--- config.mk ---
export PLATFORM = sky130hd
export DESIGN_NAME = atseq_top
export DESIGN_NICKNAME = d
export VERILOG_FILES = /design/src/shared/atseq_pkg.sv /design/src/rtl/atseq_top.sv /design/src/rtl/atseq_fifo.sv
export VERILOG_INCLUDE_DIRS = /design/src /design/src/shared
export SDC_FILE = /design/constraint.sdc
export NUM_CORES = 1
export LEC_CHECK = 0
export ABC_AREA = 0
export BUFFER_PORTS_ARGS = -buffer_cell sky130_fd_sc_hd__buf_2
export CELL_PAD_IN_SITES_DETAIL_PLACEMENT = 0
export CELL_PAD_IN_SITES_GLOBAL_PLACEMENT = 1
export CORE_MARGIN = 5
export CORE_UTILIZATION = 51
export DETAILED_ROUTE_END_ITERATION = 12
export PLACE_DENSITY = 0.84
export REMOVE_ABC_BUFFERS = 1
export SLEW_MARGIN = 40
export SYNTH_ARGS = -nofsm -noshare
export SYNTH_HDL_FRONTEND = slang
export SYNTH_HIERARCHICAL = 1
export SYNTH_SLANG_ARGS = --single-unit
--- constraint.sdc ---
create_clock -name MCLK -period 4.2 [get_ports MCLK]
set_input_delay 0.21 -clock MCLK [delete_from_list [all_inputs] [get_ports MCLK]]
set_output_delay 0.21 -clock MCLK [all_outputs]
set_load 0.03 [all_outputs]
--- src/shared/atseq_cfg.svh ---
// Register map, field positions, reset values and sizes of the trigger sequencer.
// Assumes a 32-bit AHB-Lite slave decoding the low byte of the address.
`ifndef ATSEQ_CFG_SVH
`define ATSEQ_CFG_SVH
// ==================================================================
// Register byte addresses
`define ATSEQ_A_CTRL    8'h00
`define ATSEQ_A_TOTAL   8'h04
`define ATSEQ_A_PRE     8'h08
`define ATSEQ_A_ACFG    8'h0c
`define ATSEQ_A_TSEL    8'h10
`define ATSEQ_A_STAT    8'h14
`define ATSEQ_A_DATA    8'h18
`define ATSEQ_A_COUNT   8'h1c
// ==================================================================
// CTRL fields
`define ATSEQ_CTRL_GO    0
`define ATSEQ_CTRL_ABORT 1
`define ATSEQ_CTRL_FIXED 2
// TSEL fields
`define ATSEQ_TSEL_EN    3
`define ATSEQ_TSEL_ROLE  4
// STAT fields
`define ATSEQ_STAT_FULL  0
`define ATSEQ_STAT_DONE  1
`define ATSEQ_STAT_ERR   2
// ACFG fields
`define ATSEQ_ACFG_BELOW 16
`define ATSEQ_ACFG_CHAN  17
// ==================================================================
// Trigger type codes
`define ATSEQ_TT_ANA   3'h1
`define ATSEQ_TT_DIGA  3'h2
`define ATSEQ_TT_DIGB  3'h3
`define ATSEQ_TT_DGATE 3'h4
`define ATSEQ_TT_AGATE 3'h5
`define ATSEQ_TT_ATCO  3'h6
// ==================================================================
// Sizes and reset values
`define ATSEQ_RING_DEPTH 16
`define ATSEQ_PRE_MAX    5'h10
`define ATSEQ_FIFO_DEPTH 4
`define ATSEQ_DATA_W     16
`define ATSEQ_TOTAL_RST  16'h0000
`define ATSEQ_PRE_RST    5'h00
`endif

--- src/shared/atseq_pkg.sv ---
// Types shared by the trigger sequencer files.
// Assumes atseq_cfg.svh supplies the numeric constants.
package atseq_pkg;
  // ================================================================
  // Sequencer states, one-hot
  typedef enum logic [5:0] {
    ST_IDLE   = 6'b000001,
    ST_WSTART = 6'b000010,
    ST_PRE    = 6'b000100,
    ST_DRAIN  = 6'b001000,
    ST_POST   = 6'b010000,
    ST_DONE   = 6'b100000
  } atseq_state_t;
  // Trigger sources for the start and stop slots
  typedef enum logic [1:0] {
    SRC_NONE = 2'h0,
    SRC_ANA  = 2'h1,
    SRC_DIGA = 2'h2,
    SRC_DIGB = 2'h3
  } atseq_src_t;
  // Scan clock gate modes
  typedef enum logic [1:0] {
    GATE_OFF = 2'h0,
    GATE_DIG = 2'h1,
    GATE_ANA = 2'h2
  } atseq_gate_t;
  // Analog trigger circuit setup
  typedef struct packed {
    logic        from_chan;
    logic        below;
    logic [15:0] level;
  } atseq_acfg_t;
  // Latched AHB address phase
  typedef struct packed {
    logic       valid;
    logic       write;
    logic [7:0] addr;
  } atseq_ahb_req_t;
endpackage : atseq_pkg

--- src/rtl/atseq_top.sv ---
// Trigger sequencer for a scan acquisition with AHB-Lite register access.
// Assumes scans arrive one word each on AI_* and all pins are synchronous to MCLK.
// Notes on behaviour
// - With pretrigger and total above zero, posttrigger begins only after pretrigger fills.
// - Pretriggered capture runs indefinitely until stop trigger, then finishes posttrigger.
// - Software-start pretrigger capture begins on a host-written go strobe.
// - Start and stop triggers configured separately; go strobe arms a hardware start, which then begins capture.
// - Pretriggered hardware start from digital B or analog; stop from digital A or analog.
// - Pretrigger store keeps only the newest pretrigger-count scans.
// - Type 4 gates the scan clock from the external digital gate input.
// - False gate halts the clock at once; true gate resumes where it stopped.
// - Type 5 gates the scan clock from the analog trigger circuit.
// - Type 6 exposes the analog comparator output as a general signal.
// - Types 1, 5, 6 share one analog circuit; last enabled sets its setup.
// - Enabling type 5 replaces any digital gate setup from type 4.
// - Fixed-source mode takes start and stop from one external trigger pin.
// - With zero pretrigger, types 1 or 2 start capture; digital B is illegal.
`timescale 1ns/1ns
`include "atseq_cfg.svh"
module atseq_top (
  input  wire logic        MCLK,       // 250 MHz clock
  input  wire logic        RST_N,      // Async reset, active low
  input  wire logic        CE,         // Clock enable
  input  wire logic        HSEL,       // Slave select
  input  wire logic [31:0] HADDR,      // Byte address
  input  wire logic [1:0]  HTRANS,     // Transfer type
  input  wire logic        HWRITE,     // Write when high
  input  wire logic [2:0]  HSIZE,      // Word only
  input  wire logic [31:0] HWDATA,     // Write data
  input  wire logic        HREADY,     // Bus ready
  output logic      [31:0] HRDATA,     // Read data, registered
  output logic             HREADYOUT,  // Always ready
  output logic             HRESP,      // Always OKAY
  input  wire logic        AI_VALID,   // Scan word offered
  input  wire logic [15:0] AI_DATA,    // Scan word
  output logic             AI_READY,   // Scan word taken
  output logic             SCAN_CLK_EN,// Scan clock run
  input  wire logic [15:0] SHARED_TRIGGER_INPUT_PIN_ZERO, // Digitised pin zero
  input  wire logic        START_TRIGGER_PIN,   // Digital trigger B
  input  wire logic        STOP_TRIGGER_PIN,    // Digital trigger A
  input  wire logic        EXTERNAL_TRIGGER_PIN,// Fixed-source trigger
  input  wire logic        EXTERNAL_GATE_INPUT, // Digital gate
  output logic             ANALOG_TRIGGER_COMPARATOR_OUTPUT, // Comparator out
  output logic             ACQ_DONE    // Capture finished
);
  // ================================================================
  // Declarations
  atseq_pkg::atseq_state_t   state;
  atseq_pkg::atseq_state_t   next_state;
  atseq_pkg::atseq_src_t     start_src;
  atseq_pkg::atseq_src_t     stop_src;
  atseq_pkg::atseq_gate_t    gate_mode;
  atseq_pkg::atseq_acfg_t    stg_acfg;
  atseq_pkg::atseq_acfg_t    act_acfg;
  atseq_pkg::atseq_ahb_req_t req;
  logic [15:0] total_n;
  logic [4:0]  pre_n;
  logic        fixed_pin;
  logic        atc_en;
  logic [2:0]  ana_owner;
  logic        err;
  logic        done;
  logic        cmp;
  logic        cmp_q;
  logic        pin_a_q;
  logic        pin_b_q;
  logic [15:0] ring [`ATSEQ_RING_DEPTH];
  logic [3:0]  wp;
  logic [3:0]  rp;
  logic [4:0]  pre_cnt;
  logic [4:0]  drain_left;
  logic [15:0] post_left;
  logic [15:0] post_cnt;
  logic        f_in_valid;
  logic        f_in_ready;
  logic [15:0] f_in_data;
  logic        f_out_valid;
  logic [15:0] f_out_data;
  logic [2:0]  f_count;

  // ================================================================
  // Bus decode
  wire        addr_ph  = HSEL & HTRANS[1] & HREADY;
  wire [7:0]  ahb_a    = HADDR[7:0];
  wire        wr_ph    = req.valid & req.write;
  wire        wr_ctrl  = wr_ph & (req.addr == `ATSEQ_A_CTRL);
  wire        wr_total = wr_ph & (req.addr == `ATSEQ_A_TOTAL);
  wire        wr_pre   = wr_ph & (req.addr == `ATSEQ_A_PRE);
  wire        wr_acfg  = wr_ph & (req.addr == `ATSEQ_A_ACFG);
  wire        wr_tsel  = wr_ph & (req.addr == `ATSEQ_A_TSEL);
  wire        wr_stat  = wr_ph & (req.addr == `ATSEQ_A_STAT);
  wire        rd_pop   = addr_ph & ~HWRITE & (ahb_a == `ATSEQ_A_DATA);
  wire        go       = wr_ctrl & HWDATA[`ATSEQ_CTRL_GO];
  wire        abort    = wr_ctrl & HWDATA[`ATSEQ_CTRL_ABORT];

  // TSEL write fields
  wire [2:0]  tt       = HWDATA[2:0];
  wire        t_en     = HWDATA[`ATSEQ_TSEL_EN];
  wire        t_start  = HWDATA[`ATSEQ_TSEL_ROLE];
  wire        pre_z    = (pre_n == 5'h00);
  wire        is_edge  = (tt == `ATSEQ_TT_ANA) | (tt == `ATSEQ_TT_DIGA)
                       | (tt == `ATSEQ_TT_DIGB);
  wire        is_ana_t = (tt == `ATSEQ_TT_ANA) | (tt == `ATSEQ_TT_AGATE)
                       | (tt == `ATSEQ_TT_ATCO);
  wire atseq_pkg::atseq_src_t t_src = (tt == `ATSEQ_TT_ANA)  ? atseq_pkg::SRC_ANA
                                    : (tt == `ATSEQ_TT_DIGA) ? atseq_pkg::SRC_DIGA
                                    : atseq_pkg::SRC_DIGB;
  // Slot choice: start when posttriggered or when host asks for start role
  wire        to_start = pre_z | t_start;
  // Digital B never starts a posttrigger run; pretriggered start excludes A, stop excludes B
  wire        t_bad    = is_edge & t_en & (to_start
                         ? (pre_z ? (tt == `ATSEQ_TT_DIGB)
                                  : (tt == `ATSEQ_TT_DIGA))
                         : (tt == `ATSEQ_TT_DIGB));
  wire        t_ok     = wr_tsel & ~t_bad;

  // ================================================================
  // Trigger pins and events
  wire pin_a = fixed_pin ? EXTERNAL_TRIGGER_PIN : STOP_TRIGGER_PIN;
  wire pin_b = fixed_pin ? EXTERNAL_TRIGGER_PIN : START_TRIGGER_PIN;
  wire evt_a   = pin_a & ~pin_a_q;
  wire evt_b   = pin_b & ~pin_b_q;
  wire evt_ana = cmp & ~cmp_q;
  wire start_evt = (start_src == atseq_pkg::SRC_ANA  & evt_ana)
                 | (start_src == atseq_pkg::SRC_DIGA & evt_a)
                 | (start_src == atseq_pkg::SRC_DIGB & evt_b);
  wire stop_evt  = (stop_src == atseq_pkg::SRC_ANA  & evt_ana)
                 | (stop_src == atseq_pkg::SRC_DIGA & evt_a);

  // ================================================================
  // Scan clock gating and data path
  wire gate_ok = (gate_mode == atseq_pkg::GATE_DIG) ? EXTERNAL_GATE_INPUT
               : (gate_mode == atseq_pkg::GATE_ANA) ? cmp
               : 1'b1;
  wire in_pre   = (state == atseq_pkg::ST_PRE);
  wire in_post  = (state == atseq_pkg::ST_POST);
  wire in_drain = (state == atseq_pkg::ST_DRAIN);
  // Combinational so a false gate stops the very next scan word
  assign SCAN_CLK_EN = (in_pre | in_post) & gate_ok;
  assign AI_READY    = SCAN_CLK_EN & (in_pre | f_in_ready);
  wire   scan_take   = AI_VALID & AI_READY;
  assign f_in_valid  = in_drain | (in_post & AI_VALID & SCAN_CLK_EN);
  assign f_in_data   = in_drain ? ring[rp] : AI_DATA;
  wire   f_push      = f_in_valid & f_in_ready;
  wire   pre_full    = (pre_cnt == pre_n);
  wire [15:0] pre_w  = {11'h000, pre_n};
  wire [15:0] post_n = (total_n > pre_w) ? total_n - pre_w : 16'h0000;
  wire   cont        = (total_n == 16'h0000);
  wire [3:0] ring_top = 4'(pre_n - 5'h01);

  // Analog comparator input: pin zero every cycle, or channel on each scan
  wire [15:0] a_val  = act_acfg.from_chan ? AI_DATA : SHARED_TRIGGER_INPUT_PIN_ZERO;
  wire        a_upd  = ~act_acfg.from_chan | scan_take;
  wire        a_hit  = act_acfg.below ? (a_val < act_acfg.level)
                                      : (a_val > act_acfg.level);

  // ================================================================
  // Next state
  always_comb begin
    next_state = state;
    case (state)
      atseq_pkg::ST_IDLE, atseq_pkg::ST_DONE: begin
        if (go) begin
          if (start_src != atseq_pkg::SRC_NONE) begin
            next_state = atseq_pkg::ST_WSTART;
          end else if (pre_z) begin
            next_state = atseq_pkg::ST_POST;
          end else begin
            next_state = atseq_pkg::ST_PRE;
          end
        end
      end
      atseq_pkg::ST_WSTART: begin
        if (start_evt) begin
          next_state = pre_z ? atseq_pkg::ST_POST : atseq_pkg::ST_PRE;
        end
      end
      atseq_pkg::ST_PRE: begin
        // Stop trigger honoured only once the pretrigger store is full
        if (pre_full && stop_evt) begin
          next_state = atseq_pkg::ST_DRAIN;
        end
      end
      atseq_pkg::ST_DRAIN: begin
        if (f_push && drain_left == 5'h01) begin
          next_state = (post_n == 16'h0000) ? atseq_pkg::ST_DONE : atseq_pkg::ST_POST;
        end
      end
      atseq_pkg::ST_POST: begin
        if (f_push && !cont && post_left == 16'h0001) begin
          next_state = atseq_pkg::ST_DONE;
        end
      end
      default: next_state = atseq_pkg::ST_IDLE;
    endcase
    if (abort) begin
      next_state = atseq_pkg::ST_IDLE;
    end
  end

  // ================================================================
  // State register
  always_ff @(posedge MCLK or negedge RST_N) begin
    if (!RST_N) begin
      state <= atseq_pkg::ST_IDLE;
    end else if (CE) begin
      state <= next_state;
    end
  end

  // Pretrigger ring storage; no reset needed for data
  always_ff @(posedge MCLK) begin
    if (CE && in_pre && scan_take) begin
      ring[wp] <= AI_DATA;
    end
  end

  // Ring pointers: write wraps at pretrigger count, oldest overwritten
  always_ff @(posedge MCLK or negedge RST_N) begin
    if (!RST_N) begin
      wp      <= 4'h0;
      rp      <= 4'h0;
      pre_cnt <= 5'h00;
    end else if (CE) begin
      if (next_state == atseq_pkg::ST_PRE && !in_pre) begin
        wp      <= 4'h0;
        pre_cnt <= 5'h00;
      end else if (in_pre && scan_take) begin
        wp <= (wp == ring_top) ? 4'h0 : wp + 4'h1;
        if (!pre_full) pre_cnt <= pre_cnt + 5'h01;
      end
      // Oldest kept scan sits at the write pointer once full
      if (next_state == atseq_pkg::ST_DRAIN && in_pre) begin
        rp <= (scan_take && wp != ring_top) ? wp + 4'h1
            : (scan_take ? 4'h0 : wp);
      end else if (in_drain && f_push) begin
        rp <= (rp == ring_top) ? 4'h0 : rp + 4'h1;
      end
    end
  end

  // Drain and posttrigger counters
  always_ff @(posedge MCLK or negedge RST_N) begin
    if (!RST_N) begin
      drain_left <= 5'h00;
      post_left  <= 16'h0000;
      post_cnt   <= 16'h0000;
    end else if (CE) begin
      if (next_state == atseq_pkg::ST_DRAIN && in_pre) begin
        drain_left <= pre_n;
        post_left  <= post_n;
        post_cnt   <= 16'h0000;
      end else if (next_state == atseq_pkg::ST_POST && pre_z && !in_post) begin
        post_left  <= total_n;
        post_cnt   <= 16'h0000;
      end else if (in_drain && f_push) begin
        drain_left <= drain_left - 5'h01;
      end else if (in_post && f_push) begin
        post_left  <= post_left - 16'h0001;
        post_cnt   <= post_cnt + 16'h0001;
      end
    end
  end

  // ================================================================
  // Trigger sampling and shared analog comparator
  always_ff @(posedge MCLK or negedge RST_N) begin
    if (!RST_N) begin
      pin_a_q <= 1'b0;
      pin_b_q <= 1'b0;
      cmp     <= 1'b0;
      cmp_q   <= 1'b0;
    end else if (CE) begin
      pin_a_q <= pin_a;
      pin_b_q <= pin_b;
      cmp_q   <= cmp;
      if (a_upd) cmp <= a_hit;
    end
  end
  assign ANALOG_TRIGGER_COMPARATOR_OUTPUT = atc_en & cmp;

  // ================================================================
  // Configuration registers
  always_ff @(posedge MCLK or negedge RST_N) begin
    if (!RST_N) begin
      total_n   <= `ATSEQ_TOTAL_RST;
      pre_n     <= `ATSEQ_PRE_RST;
      fixed_pin <= 1'b0;
      stg_acfg  <= '0;
    end else if (CE) begin
      if (wr_ctrl)  fixed_pin <= HWDATA[`ATSEQ_CTRL_FIXED];
      if (wr_total) total_n   <= HWDATA[15:0];
      // Ring depth caps the pretrigger count
      if (wr_pre)   pre_n <= (HWDATA[15:0] > 16'h0010) ? `ATSEQ_PRE_MAX : HWDATA[4:0];
      if (wr_acfg)  stg_acfg <= HWDATA[17:0];
    end
  end

  // Trigger type enables; the last analog type enabled loads the circuit
  always_ff @(posedge MCLK or negedge RST_N) begin
    if (!RST_N) begin
      start_src <= atseq_pkg::SRC_NONE;
      stop_src  <= atseq_pkg::SRC_NONE;
      gate_mode <= atseq_pkg::GATE_OFF;
      atc_en    <= 1'b0;
      ana_owner <= 3'h0;
      act_acfg  <= '0;
    end else if (CE && t_ok) begin
      if (t_en && is_ana_t) begin
        act_acfg  <= stg_acfg;
        ana_owner <= tt;
      end
      if (is_edge && to_start) start_src <= t_en ? t_src : atseq_pkg::SRC_NONE;
      if (is_edge && !to_start) stop_src <= t_en ? t_src : atseq_pkg::SRC_NONE;
      if (tt == `ATSEQ_TT_DGATE) begin
        gate_mode <= t_en ? atseq_pkg::GATE_DIG : atseq_pkg::GATE_OFF;
      end
      if (tt == `ATSEQ_TT_AGATE) begin
        gate_mode <= t_en ? atseq_pkg::GATE_ANA : atseq_pkg::GATE_OFF;
      end
      if (tt == `ATSEQ_TT_ATCO) atc_en <= t_en;
    end
  end

  // Sticky status; a hardware set beats a same-cycle clear
  always_ff @(posedge MCLK or negedge RST_N) begin
    if (!RST_N) begin
      err  <= 1'b0;
      done <= 1'b0;
    end else if (CE) begin
      err  <= (wr_tsel & t_bad)
            | (err & ~(wr_stat & HWDATA[`ATSEQ_STAT_ERR]));
      done <= (next_state == atseq_pkg::ST_DONE & ~(state == atseq_pkg::ST_DONE))
            | (done & ~go & ~(wr_stat & HWDATA[`ATSEQ_STAT_DONE]));
    end
  end
  assign ACQ_DONE = done;

  // ================================================================
  // Captured sample FIFO, drained by DATA reads
  atseq_fifo #(
    .W (`ATSEQ_DATA_W),
    .D (`ATSEQ_FIFO_DEPTH)
  ) u_fifo (
    .clk       (MCLK),
    .rst_n     (RST_N),
    .ce        (CE),
    .in_valid  (f_in_valid),
    .in_ready  (f_in_ready),
    .in_data   (f_in_data),
    .out_valid (f_out_valid),
    .out_ready (rd_pop),
    .out_data  (f_out_data),
    .count     (f_count)
  );

  // ================================================================
  // AHB-Lite slave: zero wait states, read data loaded at address phase
  wire [31:0] rd_mux =
      (ahb_a == `ATSEQ_A_CTRL)  ? {29'h0, fixed_pin, 2'b00}
    : (ahb_a == `ATSEQ_A_TOTAL) ? {16'h0, total_n}
    : (ahb_a == `ATSEQ_A_PRE)   ? {27'h0, pre_n}
    : (ahb_a == `ATSEQ_A_ACFG)  ? {14'h0, stg_acfg}
    : (ahb_a == `ATSEQ_A_TSEL)  ? {22'h0, ana_owner, atc_en, 2'(gate_mode),
                                   2'(stop_src), 2'(start_src)}
    : (ahb_a == `ATSEQ_A_STAT)  ? {13'h0, f_count, 2'b00, 6'(state), 5'h00,
                                   err, done, pre_full}
    : (ahb_a == `ATSEQ_A_DATA)  ? {15'h0, f_out_valid, f_out_data}
    : (ahb_a == `ATSEQ_A_COUNT) ? {16'h0, post_cnt}
    : 32'h0000_0000;

  always_ff @(posedge MCLK or negedge RST_N) begin
    if (!RST_N) begin
      req    <= '0;
      HRDATA <= 32'h0000_0000;
    end else if (CE) begin
      if (HREADY) req <= '{valid: addr_ph, write: HWRITE, addr: ahb_a};
      if (addr_ph && !HWRITE) HRDATA <= rd_mux;
    end
  end
  assign HREADYOUT = 1'b1;
  assign HRESP     = 1'b0;
endmodule : atseq_top

--- src/rtl/atseq_fifo.sv ---
// Small synchronous FIFO with valid/ready on both sides.
// Assumes one clock; ce low freezes all state.
`timescale 1ns/1ns
module atseq_fifo #(
  parameter int W = 16,
  parameter int D = 4
) (
  input  wire logic                 clk,      // Clock
  input  wire logic                 rst_n,    // Async reset, active low
  input  wire logic                 ce,       // Clock enable
  input  wire logic                 in_valid, // Write request
  output logic                      in_ready, // Not full
  input  wire logic [W-1:0]         in_data,  // Write data
  output logic                      out_valid,// Not empty
  input  wire logic                 out_ready,// Read accept
  output logic [W-1:0]              out_data, // Head word
  output logic [$clog2(D):0]        count     // Fill level
);
  localparam int AW = $clog2(D);
  logic [W-1:0]  mem [D];
  logic [AW-1:0] wp;
  logic [AW-1:0] rp;
  wire push = in_valid & in_ready;
  wire pop  = out_valid & out_ready;

  // ================================================================
  // Flags; full refuses writes so the source stalls
  assign in_ready  = (count != ($clog2(D)+1)'(D));
  assign out_valid = (count != '0);
  assign out_data  = mem[rp];

  // Storage, not reset on purpose
  always_ff @(posedge clk) begin
    if (ce && push) begin
      mem[wp] <= in_data;
    end
  end

  // Pointers and level
  always_ff @(posedge clk or negedge rst_n) begin
    if (!rst_n) begin
      wp    <= '0;
      rp    <= '0;
      count <= '0;
    end else if (ce) begin
      if (push) wp <= (wp == AW'(D-1)) ? '0 : wp + 1'b1;
      if (pop)  rp <= (rp == AW'(D-1)) ? '0 : rp + 1'b1;
      count <= count + (AW+1)'(push) - (AW+1)'(pop);
    end
  end
endmodule : atseq_fifo

==> tab_implementation.tex, run 1 <==
\begin{tabular}{lr}
\hline
Metric & Value \\
\hline
\multicolumn{2}{l}{\textbf{Synthesis}} \\
\quad Synthesized flop and latch total & 486 \\
\quad Share of flip-flops with an asynchronous set or reset & 34.2\% \\
\quad Average size of a mapped cell & 13.9 um2 \\
\quad Post-Syn Area & 22900 um2 \\
\quad Count of synthesis-stage warnings from yosys & 6 \\
\quad Top\_reg\_cell synth & sky130\_fd\_sc\_hd\_\_edfxtp\_1 \\
\quad Number of instances in the synthesized netlist & 1652 \\
\quad Count of unique library cells instantiated by Yosys & 92 \\
\quad Seq/Total Area, Yosys & 60.1\% \\
\quad Count of flip-flops with a built-in enable after synthesis & 320 \\
\multicolumn{2}{l}{\textbf{Critical path}} \\
\quad CP delay by family, top & compound AO/OA/AOI/OAI gates \\
\quad Kind of end point of the critical path & register \\
\quad Peak fanout along the critical path & 10 \\
\quad Critical register-to-register path startpoint & total\_n[4]\$\_DFFE\_PN0P\_ \\
\quad Max stage delay cell, worst path & sky130\_fd\_sc\_hd\_\_a221oi\_4 \\
\quad Crit path cell chain & ha\_1 > a21oi\_1 > nand2\_1 > or4\_4 > a2111oi\_4 > nand4\_4 > a221oi\_4 > nand2b\_1 > a32oi\_1 > a21o\_1 \\
\quad Depth of the worst register-to-register path & 10 \\
\quad Critical path class & reg -> reg \\
\quad Highest cell delay on the worst timing path & 640 ps \\
\quad Data required time of the critical path & 4700 ps \\
\quad Reg-to-reg setup timing slack & 340 ps \\
\quad Critical path startpoint category & register \\
\quad Reg2Reg Capture Point & post\_left[11]\$\_DFFE\_PN0P\_ \\
\quad CP arrival & 4360 ps \\
\quad Bufs and invs on worst path & 0 \\
\multicolumn{2}{l}{\textbf{CTS}} \\
\quad Clk Tree Root Cell & sky130\_fd\_sc\_hd\_\_clkbuf\_16 \\
\quad Maximum clock insertion buffer count & 3 \\
\quad Postcts setup bufs & 0 \\
\quad Post-CTS resize count & 0 \\
\quad Clock-pin slew on the worst setup and hold paths & 60 ps \\
\quad Clock sinks & 486 \\
\quad H-tree depth reported by CTS & 2 \\
\quad Insertion delay of the later-clocked pin in the worst-skew pair & 620 ps \\
\quad TritonCTS Buffers & 50 \\
\quad CTS tree & yes \\
\quad Hold buffer count at cts & 45 \\
\multicolumn{2}{l}{\textbf{Place}} \\
\quad Sum of net half-perimeters after detailed placement & 40800 um \\
\quad Routability congestion estimate from global placement & 0.930 \\
\quad PortBufs & 92 \\
\multicolumn{2}{l}{\textbf{Cells and area}} \\
\quad Number of filler instances in the final layout & 3431 \\
\quad Layout Area Growth over Synthesis & 14.6\% \\
\quad Number of nets in the final layout & 1966 \\
\quad Proportion of layout cells with a drive suffix above 1 & 23.9\% \\
\quad Sequential cell area & 13800 um2 \\
\quad Multi-input logic area & 8590 um2 \\
\multicolumn{2}{l}{\textbf{Worst hold path}} \\
\quad Hold path endpoint & pin\_a\_q\$\_DFFE\_PN0P\_ \\
\quad Beginning of the worst hold path & STOP\_TRIGGER\_PIN \\
\quad Min-Delay Path Class & in -> reg \\
\quad Hold Path Stages & 3 \\
\multicolumn{2}{l}{\textbf{Routing}} \\
\quad Starting DRC count in detailed routing & 1745 \\
\quad First-pass DRT Iterations & 5 \\
\quad Detailed-route via count & 15100 \\
\quad DRC Markers & 0 \\
\quad Routed vias/inst & 6.19 \\
\quad Number of nets with antenna violations after routing & 0 \\
\quad WL final & 60900 um \\
\quad Average wire per cell in the routed design & 24.9 um \\
\multicolumn{2}{l}{\textbf{Global routing}} \\
\quad Maximum number of pins on one net before global-route repair & 98 \\
\quad Wire length of the first global-routing pass & 93300 um \\
\quad Global-route usage over all layers & 24.5\% \\
\quad Number of global-route vias before repair & 15200 \\
\quad Antenna violations before repair & 1 \\
\quad Final global-route overflow total & 0 \\
\multicolumn{2}{l}{\textbf{Power and ir drop}} \\
\quad Flop pwr share & 51.3\% \\
\quad Internal Dissipation & 0.00793 W \\
\quad Switching fraction of total power & 23.3\% \\
\quad Clk pwr share & 41.5\% \\
\quad Worst vdd ir & 0.384 mV \\
\quad Static Leak & 9.68 nW \\
\quad Reported net switching power & 0.00242 W \\
\quad Pwr Density & 394 nW/um2 \\
\quad Share of total power in combinational logic & 7.2\% \\
\multicolumn{2}{l}{\textbf{Floorplanning}} \\
\quad Die footprint & 49300 um2 \\
\quad Initial cell density of the core & 51.7\% \\
\quad Num ports & 150 \\
\quad Std-Cell Rows & 77 \\
\quad Floorplan core area & 44300 um2 \\
\quad DIE HEIGHT & 222 um \\
\quad Horizontal extent of the die & 222 um \\
\multicolumn{2}{l}{\textbf{Timing}} \\
\quad Transition at the pin with the smallest max-transition slack & 864 ps \\
\quad Setup TNS & 0 ps \\
\quad Final hold viol count & 0 \\
\quad Max-slew headroom & 41.9\% \\
\quad Fin. max-slew vios & 0 \\
\quad Final critical-path share of the clock period & 91.9\% \\
\quad Unrepaired setup endpoints after global routing & no \\
\quad Final setup vio count & 0 \\
\quad Max Clock Skew & 34.5 ps \\
\quad Fmax & 0.259 GHz \\
\quad Final hold slack & 30.4 ps \\
\quad Final critical-path required period & 3860 ps \\
\multicolumn{2}{l}{\textbf{Flow run}} \\
\quad Max-cap violation count & 0 \\
\multicolumn{2}{l}{\textbf{Outcome}} \\
\quad Status & finished clean \\
\hline
\end{tabular}
## flip-flops by register name, summed over array words and instances (netlist names), 6 cells and up
| register | count |
|---|---|
| post_cnt | 16 |
| state | 6 |
| req | 10 |
| ring | 256 |
| post_left | 16 |
| total_n | 16 |
| u_fifo/mem | 64 |
| stg_acfg | 18 |
| HRDATA | 19 |
| act_acfg | 18 |
## cells in the final DEF, fill, tap and decap left out, drive strengths merged, types with 21 or more instances in the layout
cell type | Yosys | routed
nor2 | 110 | 110
inv | 51 | 51
dfrtp | 165 | 165
ha | 40 | 40
edfxtp | 320 | 320
o21ai | 84 | 84
clkinv | 0 | 21
buf | 39 | 144
xor2 | 22 | 22
and3 | 29 | 29
nand4 | 25 | 25
mux4 | 96 | 96
mux2 | 93 | 93
clkbuf | 55 | 64
dlygate4sd3 | 0 | 45
nand3 | 38 | 38
xnor2 | 21 | 21
a21oi | 58 | 58
nor3 | 32 | 32
nand2 | 112 | 112
## kinds of logic after synthesis
| family | synth area share, % |
|---|---|
| compound gates | 8.31 |
| xor+xnor | 1.64 |
| fa+ha+maj | 2.36 |
| buf+inv | 2.81 |
| flops | 60.1 |
| mux | 14.7 |
| other cells | 0.0328 |
| simple gates | 10.1 |
## how the worst max path moves through the flow
stage	start	end	slack (ps)	cells past startpoint
after floorplan	rp[0]$_DFFE_PN0P_	u_fifo/mem[0][0]$_DFFE_PP_	-100	3
after global placement	total_n[4]$_DFFE_PN0P_	post_left[11]$_DFFE_PN0P_	420	10
after detailed placement	total_n[4]$_DFFE_PN0P_	post_left[11]$_DFFE_PN0P_	370	10
after CTS	total_n[4]$_DFFE_PN0P_	post_left[11]$_DFFE_PN0P_	360	10
after global routing	total_n[4]$_DFFE_PN0P_	post_left[13]$_DFFE_PN0P_	60	9
final	total_n[4]$_DFFE_PN0P_	post_left[11]$_DFFE_PN0P_	340	10
## synthesized netlist by cell type (all sizes together) (15+ instances only)
cell / number / area (um2)
edfxtp: 320 / 9610
mux2: 93 / 1050
a21oi: 58 / 290
nand4: 25 / 171
dfrtp: 165 / 4130
o22ai: 15 / 93.8
mux2i: 15 / 150
nor2: 110 / 415
o21ai: 84 / 432
nand2: 112 / 420
nor3: 32 / 170
nand3: 38 / 195
inv: 51 / 191
ha: 40 / 500
xnor2: 21 / 184
nor4: 18 / 128
and3: 29 / 186
buf: 39 / 246
xor2: 22 / 193
clkbuf: 55 / 206
mux4: 96 / 2160
and2: 18 / 113
## final cells by class
type | count | area share (%)
Clock inverter | 27 | 0.882
Antenna cell | 1 | 0.00953
Clock buffer | 64 | 5.20
Sequential cell | 486 | 52.5
Inverter | 51 | 0.729
Timing Repair Buffer | 189 | 5.18
Tap cell | 592 | 2.82
Multi-Input combinational cell | 1034 | 32.7
## power by group through the flow
stage               Clock, W  Sequential, W  Combinational (W)
floorplan                  0        0.00543           0.000368
finish               0.00429        0.00531           0.000749
CTS                  0.00437        0.00530           0.000743
global placement           0        0.00540           0.000684
global route         0.00458        0.00532           0.000816
detailed placement         0        0.00540           0.000705
## layer usage
| layer | wire length [um] | part of all wire [%] | vias to the layer above | global-route usage, % |
|---|---|---|---|---|
| met3 | 4280 | 7.0 | 97 | 3.79 |
| met2 | 29600 | 49 | 668 | 40.2 |
| met4 | 1820 | 3.0 | 0 | 8.09 |
| met1 | 25200 | 41 | 7686 | 34.0 |
| met5 | 0 | 0 | - | 0 |
| li1 | - | - | 6666 | - |
## through the flow
step / total power (W) / instances / util (%) / cell area, um2 / worst slack (ps)
2_1_floorplan: 0.00580 / 1571 / - / 22500 / -105
3_3_place_gp: 0.00608 / 2304 / 54.4 / 24100 / 423
3_5_place_dp: 0.00610 / 2306 / 54.5 / 24200 / 374
4_1_cts: 0.0104 / 2442 / 59.2 / 26200 / 363
5_1_grt: 0.0107 / 2444 / 59.2 / 26300 / 56.4
6_report: 0.0103 / 2444 / 59.2 / 26300 / 339
## worst min-delay path, stage by stage
cell and delay (ps):
sky130_fd_sc_hd__buf_2 80, sky130_fd_sc_hd__mux2i_1 130, sky130_fd_sc_hd__a21oi_1 170
No activity file was read; power rests on OpenSTA's default activity.
==> run 2: changes to the inputs <==
--- a/config.mk
+++ b/config.mk
@@ -13,7 +13,7 @@
 export CORE_MARGIN = 5
 export CORE_UTILIZATION = 51
 export DETAILED_ROUTE_END_ITERATION = 12
-export PLACE_DENSITY = 0.84
+export PLACE_DENSITY_LB_ADDON = 0.15
 export REMOVE_ABC_BUFFERS = 1
 export SLEW_MARGIN = 40
 export SYNTH_ARGS = -nofsm -noshare
==> tab_implementation.tex, run 2 (synthesis gave the netlist of run 1 again) <==
\begin{tabular}{lr}
\hline
Metric & Value \\
\hline
\multicolumn{2}{l}{\textbf{Routing}} \\
\quad Starting DRC count in detailed routing & 1379 (was 1745) \\
\quad Detailed-route via count & 14900 (was 15100) \\
\quad Number of nets with antenna violations after routing & 0 (unchanged) \\
\quad Routed vias/inst & 6.06 (was 6.19) \\
\quad First-pass DRT Iterations & 6 (was 5) \\
\quad Average wire per cell in the routed design & 25.2 um (was 24.9 um) \\
\quad WL final & 61800 um (was 60900 um) \\
\quad DRC Markers & 0 (unchanged) \\
\multicolumn{2}{l}{\textbf{Cells and area}} \\
\quad Biggest registers after layout & ring (256), u\_fifo/mem (64), HRDATA (19) (unchanged) \\
\quad Largest register by flop count & ring (unchanged) \\
\quad Antenna cells & 0 (was 1) \\
\quad Most frequent cells in the layout & 320 x sky130\_fd\_sc\_hd\_\_edfxtp\_1, 161 x sky130\_fd\_sc\_hd\_\_dfrtp\_1, 112 x sky130\_fd\_sc\_hd\_\_nand2\_1 (unchanged) \\
\quad Most frequent standard cell in the layout excluding fill and tap cells & sky130\_fd\_sc\_hd\_\_edfxtp\_1 (unchanged) \\
\quad Number of nets in the final layout & 1975 (was 1966) \\
\quad Layout Area Growth over Synthesis & 14.5\% (was 14.6\%) \\
\quad Proportion of layout cells with a drive suffix above 1 & 24.2\% (was 23.9\%) \\
\quad Count of placed standard cells in the final layout, fillers left out & 2453 (was 2444) \\
\quad Final instance area & 26200 um2 (was 26300 um2) \\
\quad Number of flip-flops under the largest register name & 256 (unchanged) \\
\multicolumn{2}{l}{\textbf{Global routing}} \\
\quad Global route hottest layer & met2 (unchanged) \\
\quad Global-route usage over all layers & 24.8\% (was 24.5\%) \\
\quad GR met1 Demand/Resource & 33.8\% (was 34.0\%) \\
\quad Antenna violations before repair & 0 (was 1) \\
\quad Met2 usage in global routing & 42.2\% (was 40.2\%) \\
\quad Number of global-route vias before repair & 14900 (was 15200) \\
\quad Met3 Resource Use GR & 3.23\% (was 3.79\%) \\
\quad Wire length of the first global-routing pass & 93300 um (about the same) \\
\quad Final global-route overflow total & 0 (unchanged) \\
\quad Maximum number of pins on one net before global-route repair & 92 (was 98) \\
\multicolumn{2}{l}{\textbf{CTS}} \\
\quad Post-CTS resize count & 0 (unchanged) \\
\quad Maximum clock insertion buffer count & 3 (unchanged) \\
\quad Clock-pin slew on the worst setup and hold paths & 60 ps (about the same) \\
\quad CTS tree & yes (unchanged) \\
\quad H-tree depth reported by CTS & 2 (unchanged) \\
\quad Insertion delay of the later-clocked pin in the worst-skew pair & 630 ps (was 620 ps) \\
\quad Clk Tree Root Cell & sky130\_fd\_sc\_hd\_\_clkbuf\_16 (unchanged) \\
\quad Clock sinks & 486 (unchanged) \\
\quad TritonCTS Buffers & 50 (unchanged) \\
\multicolumn{2}{l}{\textbf{Timing}} \\
\quad Unrepaired setup endpoints after global routing & no (unchanged) \\
\quad Max Clock Skew & 56.5 ps (was 34.5 ps) \\
\quad Fin. max-slew vios & 0 (unchanged) \\
\quad Max-slew headroom & 44.7\% (was 41.9\%) \\
\quad Final critical-path required period & 3940 ps (was 3860 ps) \\
\quad Final critical-path share of the clock period & 93.8\% (was 91.9\%) \\
\quad Final hold slack & 42.4 ps (was 30.4 ps) \\
\quad Final setup vio count & 0 (unchanged) \\
\quad Transition at the pin with the smallest max-transition slack & 829 ps (was 864 ps) \\
\quad Final hold viol count & 0 (unchanged) \\
\quad Fmax & 0.254 GHz (was 0.259 GHz) \\
\multicolumn{2}{l}{\textbf{Floorplanning}} \\
\quad Num ports & 150 (unchanged) \\
\quad DIE HEIGHT & 222 um (unchanged) \\
\quad Std-Cell Rows & 77 (unchanged) \\
\quad Floorplan core area & 44300 um2 (unchanged) \\
\quad Horizontal extent of the die & 222 um (unchanged) \\
\quad Initial cell density of the core & 51.7\% (unchanged) \\
\quad Die footprint & 49300 um2 (unchanged) \\
\multicolumn{2}{l}{\textbf{Power and ir drop}} \\
\quad Static Leak & 9.70 nW (was 9.68 nW) \\
\quad Flop pwr share & 52.0\% (was 51.3\%) \\
\quad Worst vdd ir & 0.367 mV (was 0.384 mV) \\
\quad Clk pwr share & 40.6\% (was 41.5\%) \\
\quad Share of total power in combinational logic & 7.5\% (was 7.2\%) \\
\quad Reported net switching power & 0.00243 W (was 0.00242 W) \\
\quad Internal Dissipation & 0.00775 W (was 0.00793 W) \\
\quad Total power after layout & 0.0102 W (was 0.0103 W) \\
\quad Switching fraction of total power & 23.9\% (was 23.3\%) \\
\quad Pwr Density & 388 nW/um2 (was 394 nW/um2) \\
\multicolumn{2}{l}{\textbf{Outcome}} \\
\quad Status & finished clean (unchanged) \\
\multicolumn{2}{l}{\textbf{Worst hold path}} \\
\quad Min-Delay Path Class & in -> reg (unchanged) \\
\multicolumn{2}{l}{\textbf{Critical path}} \\
\quad Critical path startpoint category & register (unchanged) \\
\quad Data required time of the critical path & 4680 ps (was 4700 ps) \\
\quad Peak fanout along the critical path & 14 (was 10) \\
\quad CP arrival & 4420 ps (was 4360 ps) \\
\quad Kind of end point of the critical path & register (unchanged) \\
\quad Critical path class & reg -> reg (unchanged) \\
\multicolumn{2}{l}{\textbf{Place}} \\
\quad Post-Place Cell Area & 24200 um2 (about the same) \\
\quad Inst Count DP & 2314 (was 2306) \\
\quad Sum of net half-perimeters after detailed placement & 42000 um (was 40800 um) \\
\quad PortBufs & 92 (unchanged) \\
\quad Routability congestion estimate from global placement & 0.872 (was 0.930) \\
\multicolumn{2}{l}{\textbf{Flow run}} \\
\quad Max-cap violation count & 0 (unchanged) \\
\hline
\end{tabular}
## run 2: worst max-delay path, cell delays in order, from the launching register on
cell                        delay [ps]
sky130_fd_sc_hd__dfrtp_1           480
sky130_fd_sc_hd__inv_1             140
sky130_fd_sc_hd__ha_1              430
sky130_fd_sc_hd__a21oi_1           360
sky130_fd_sc_hd__nand2_1           120
sky130_fd_sc_hd__or4_4             510
sky130_fd_sc_hd__a2111oi_4         450
sky130_fd_sc_hd__nand4_1           170
sky130_fd_sc_hd__o21ai_2           290
sky130_fd_sc_hd__a41oi_2           450
sky130_fd_sc_hd__o221a_1           430
## run 2: worst paths after layout
| check | cells after the start | start | to | slack (ps) |
|---|---|---|---|---|
| worst max register to register | 10 | pre_n[4]$_DFFE_PN0P_ | post_left[13]$_DFFE_PN0P_ | 260 |
| worst min-delay path | 3 | STOP_TRIGGER_PIN | pin_a_q$_DFFE_PN0P_ | 40 |
| worst min register to register | 2 | HRDATA[6]$_DFFE_PN0P_ | HRDATA[6]$_DFFE_PN0P_ | 480 |
| min in group asynchronous | 2 | RST_N | act_acfg[17]$_DFFE_PN0P_ | 220 |
| max in group asynchronous | 3 | RST_N | pre_cnt[4]$_DFFE_PN0P_ | 3100 |
| worst max-delay path | 10 | pre_n[4]$_DFFE_PN0P_ | post_left[13]$_DFFE_PN0P_ | 260 |
## run 2: repair_timing
item                                   in CTS  in global routing
endpoints found under the hold margin     387                  0
hold buffers                               47                  0
buffers inserted                            0                  0
## run 2: layout make-up
cell class                      count  area (um2)
Fill cell                        3566       18100
Tap cell                          592         741
Sequential cell                   486       13800
Inverter                           51         191
Clock inverter                     28         208
Timing Repair Buffer              198        1420
Multi-Input combinational cell   1034        8580
Clock buffer                       64        1310
## run 2: power by group through the flow
stage / combinational, W / clock [W] / sequential [W]
2_1_floorplan: 0.000368 / 0 / 0.00543
3_3_place_gp: 0.000710 / 0 / 0.00538
3_5_place_dp: 0.000724 / 0 / 0.00539
4_1_cts: 0.000762 / 0.00422 / 0.00529
5_1_grt: 0.000828 / 0.00443 / 0.00530
6_report: 0.000759 / 0.00413 / 0.00529
## run 2: per-stage QoR
stage	util (%)	worst slack [ps]	TNS (ps)
3_3_place_gp	54.7	411	0
4_1_cts	59.2	320	0
6_report	59.2	261	0
2_1_floorplan	-	-105	-6700
3_5_place_dp	54.7	340	0
5_1_grt	59.2	122	0
## run 2: per-layer routing
metal | part of all wire [%] | up-vias
met2 | 50 | 472
met5 | 0 | -
met3 | 5.0 | 102
met1 | 42 | 7598
met4 | 2.7 | 0
li1 | - | 6688
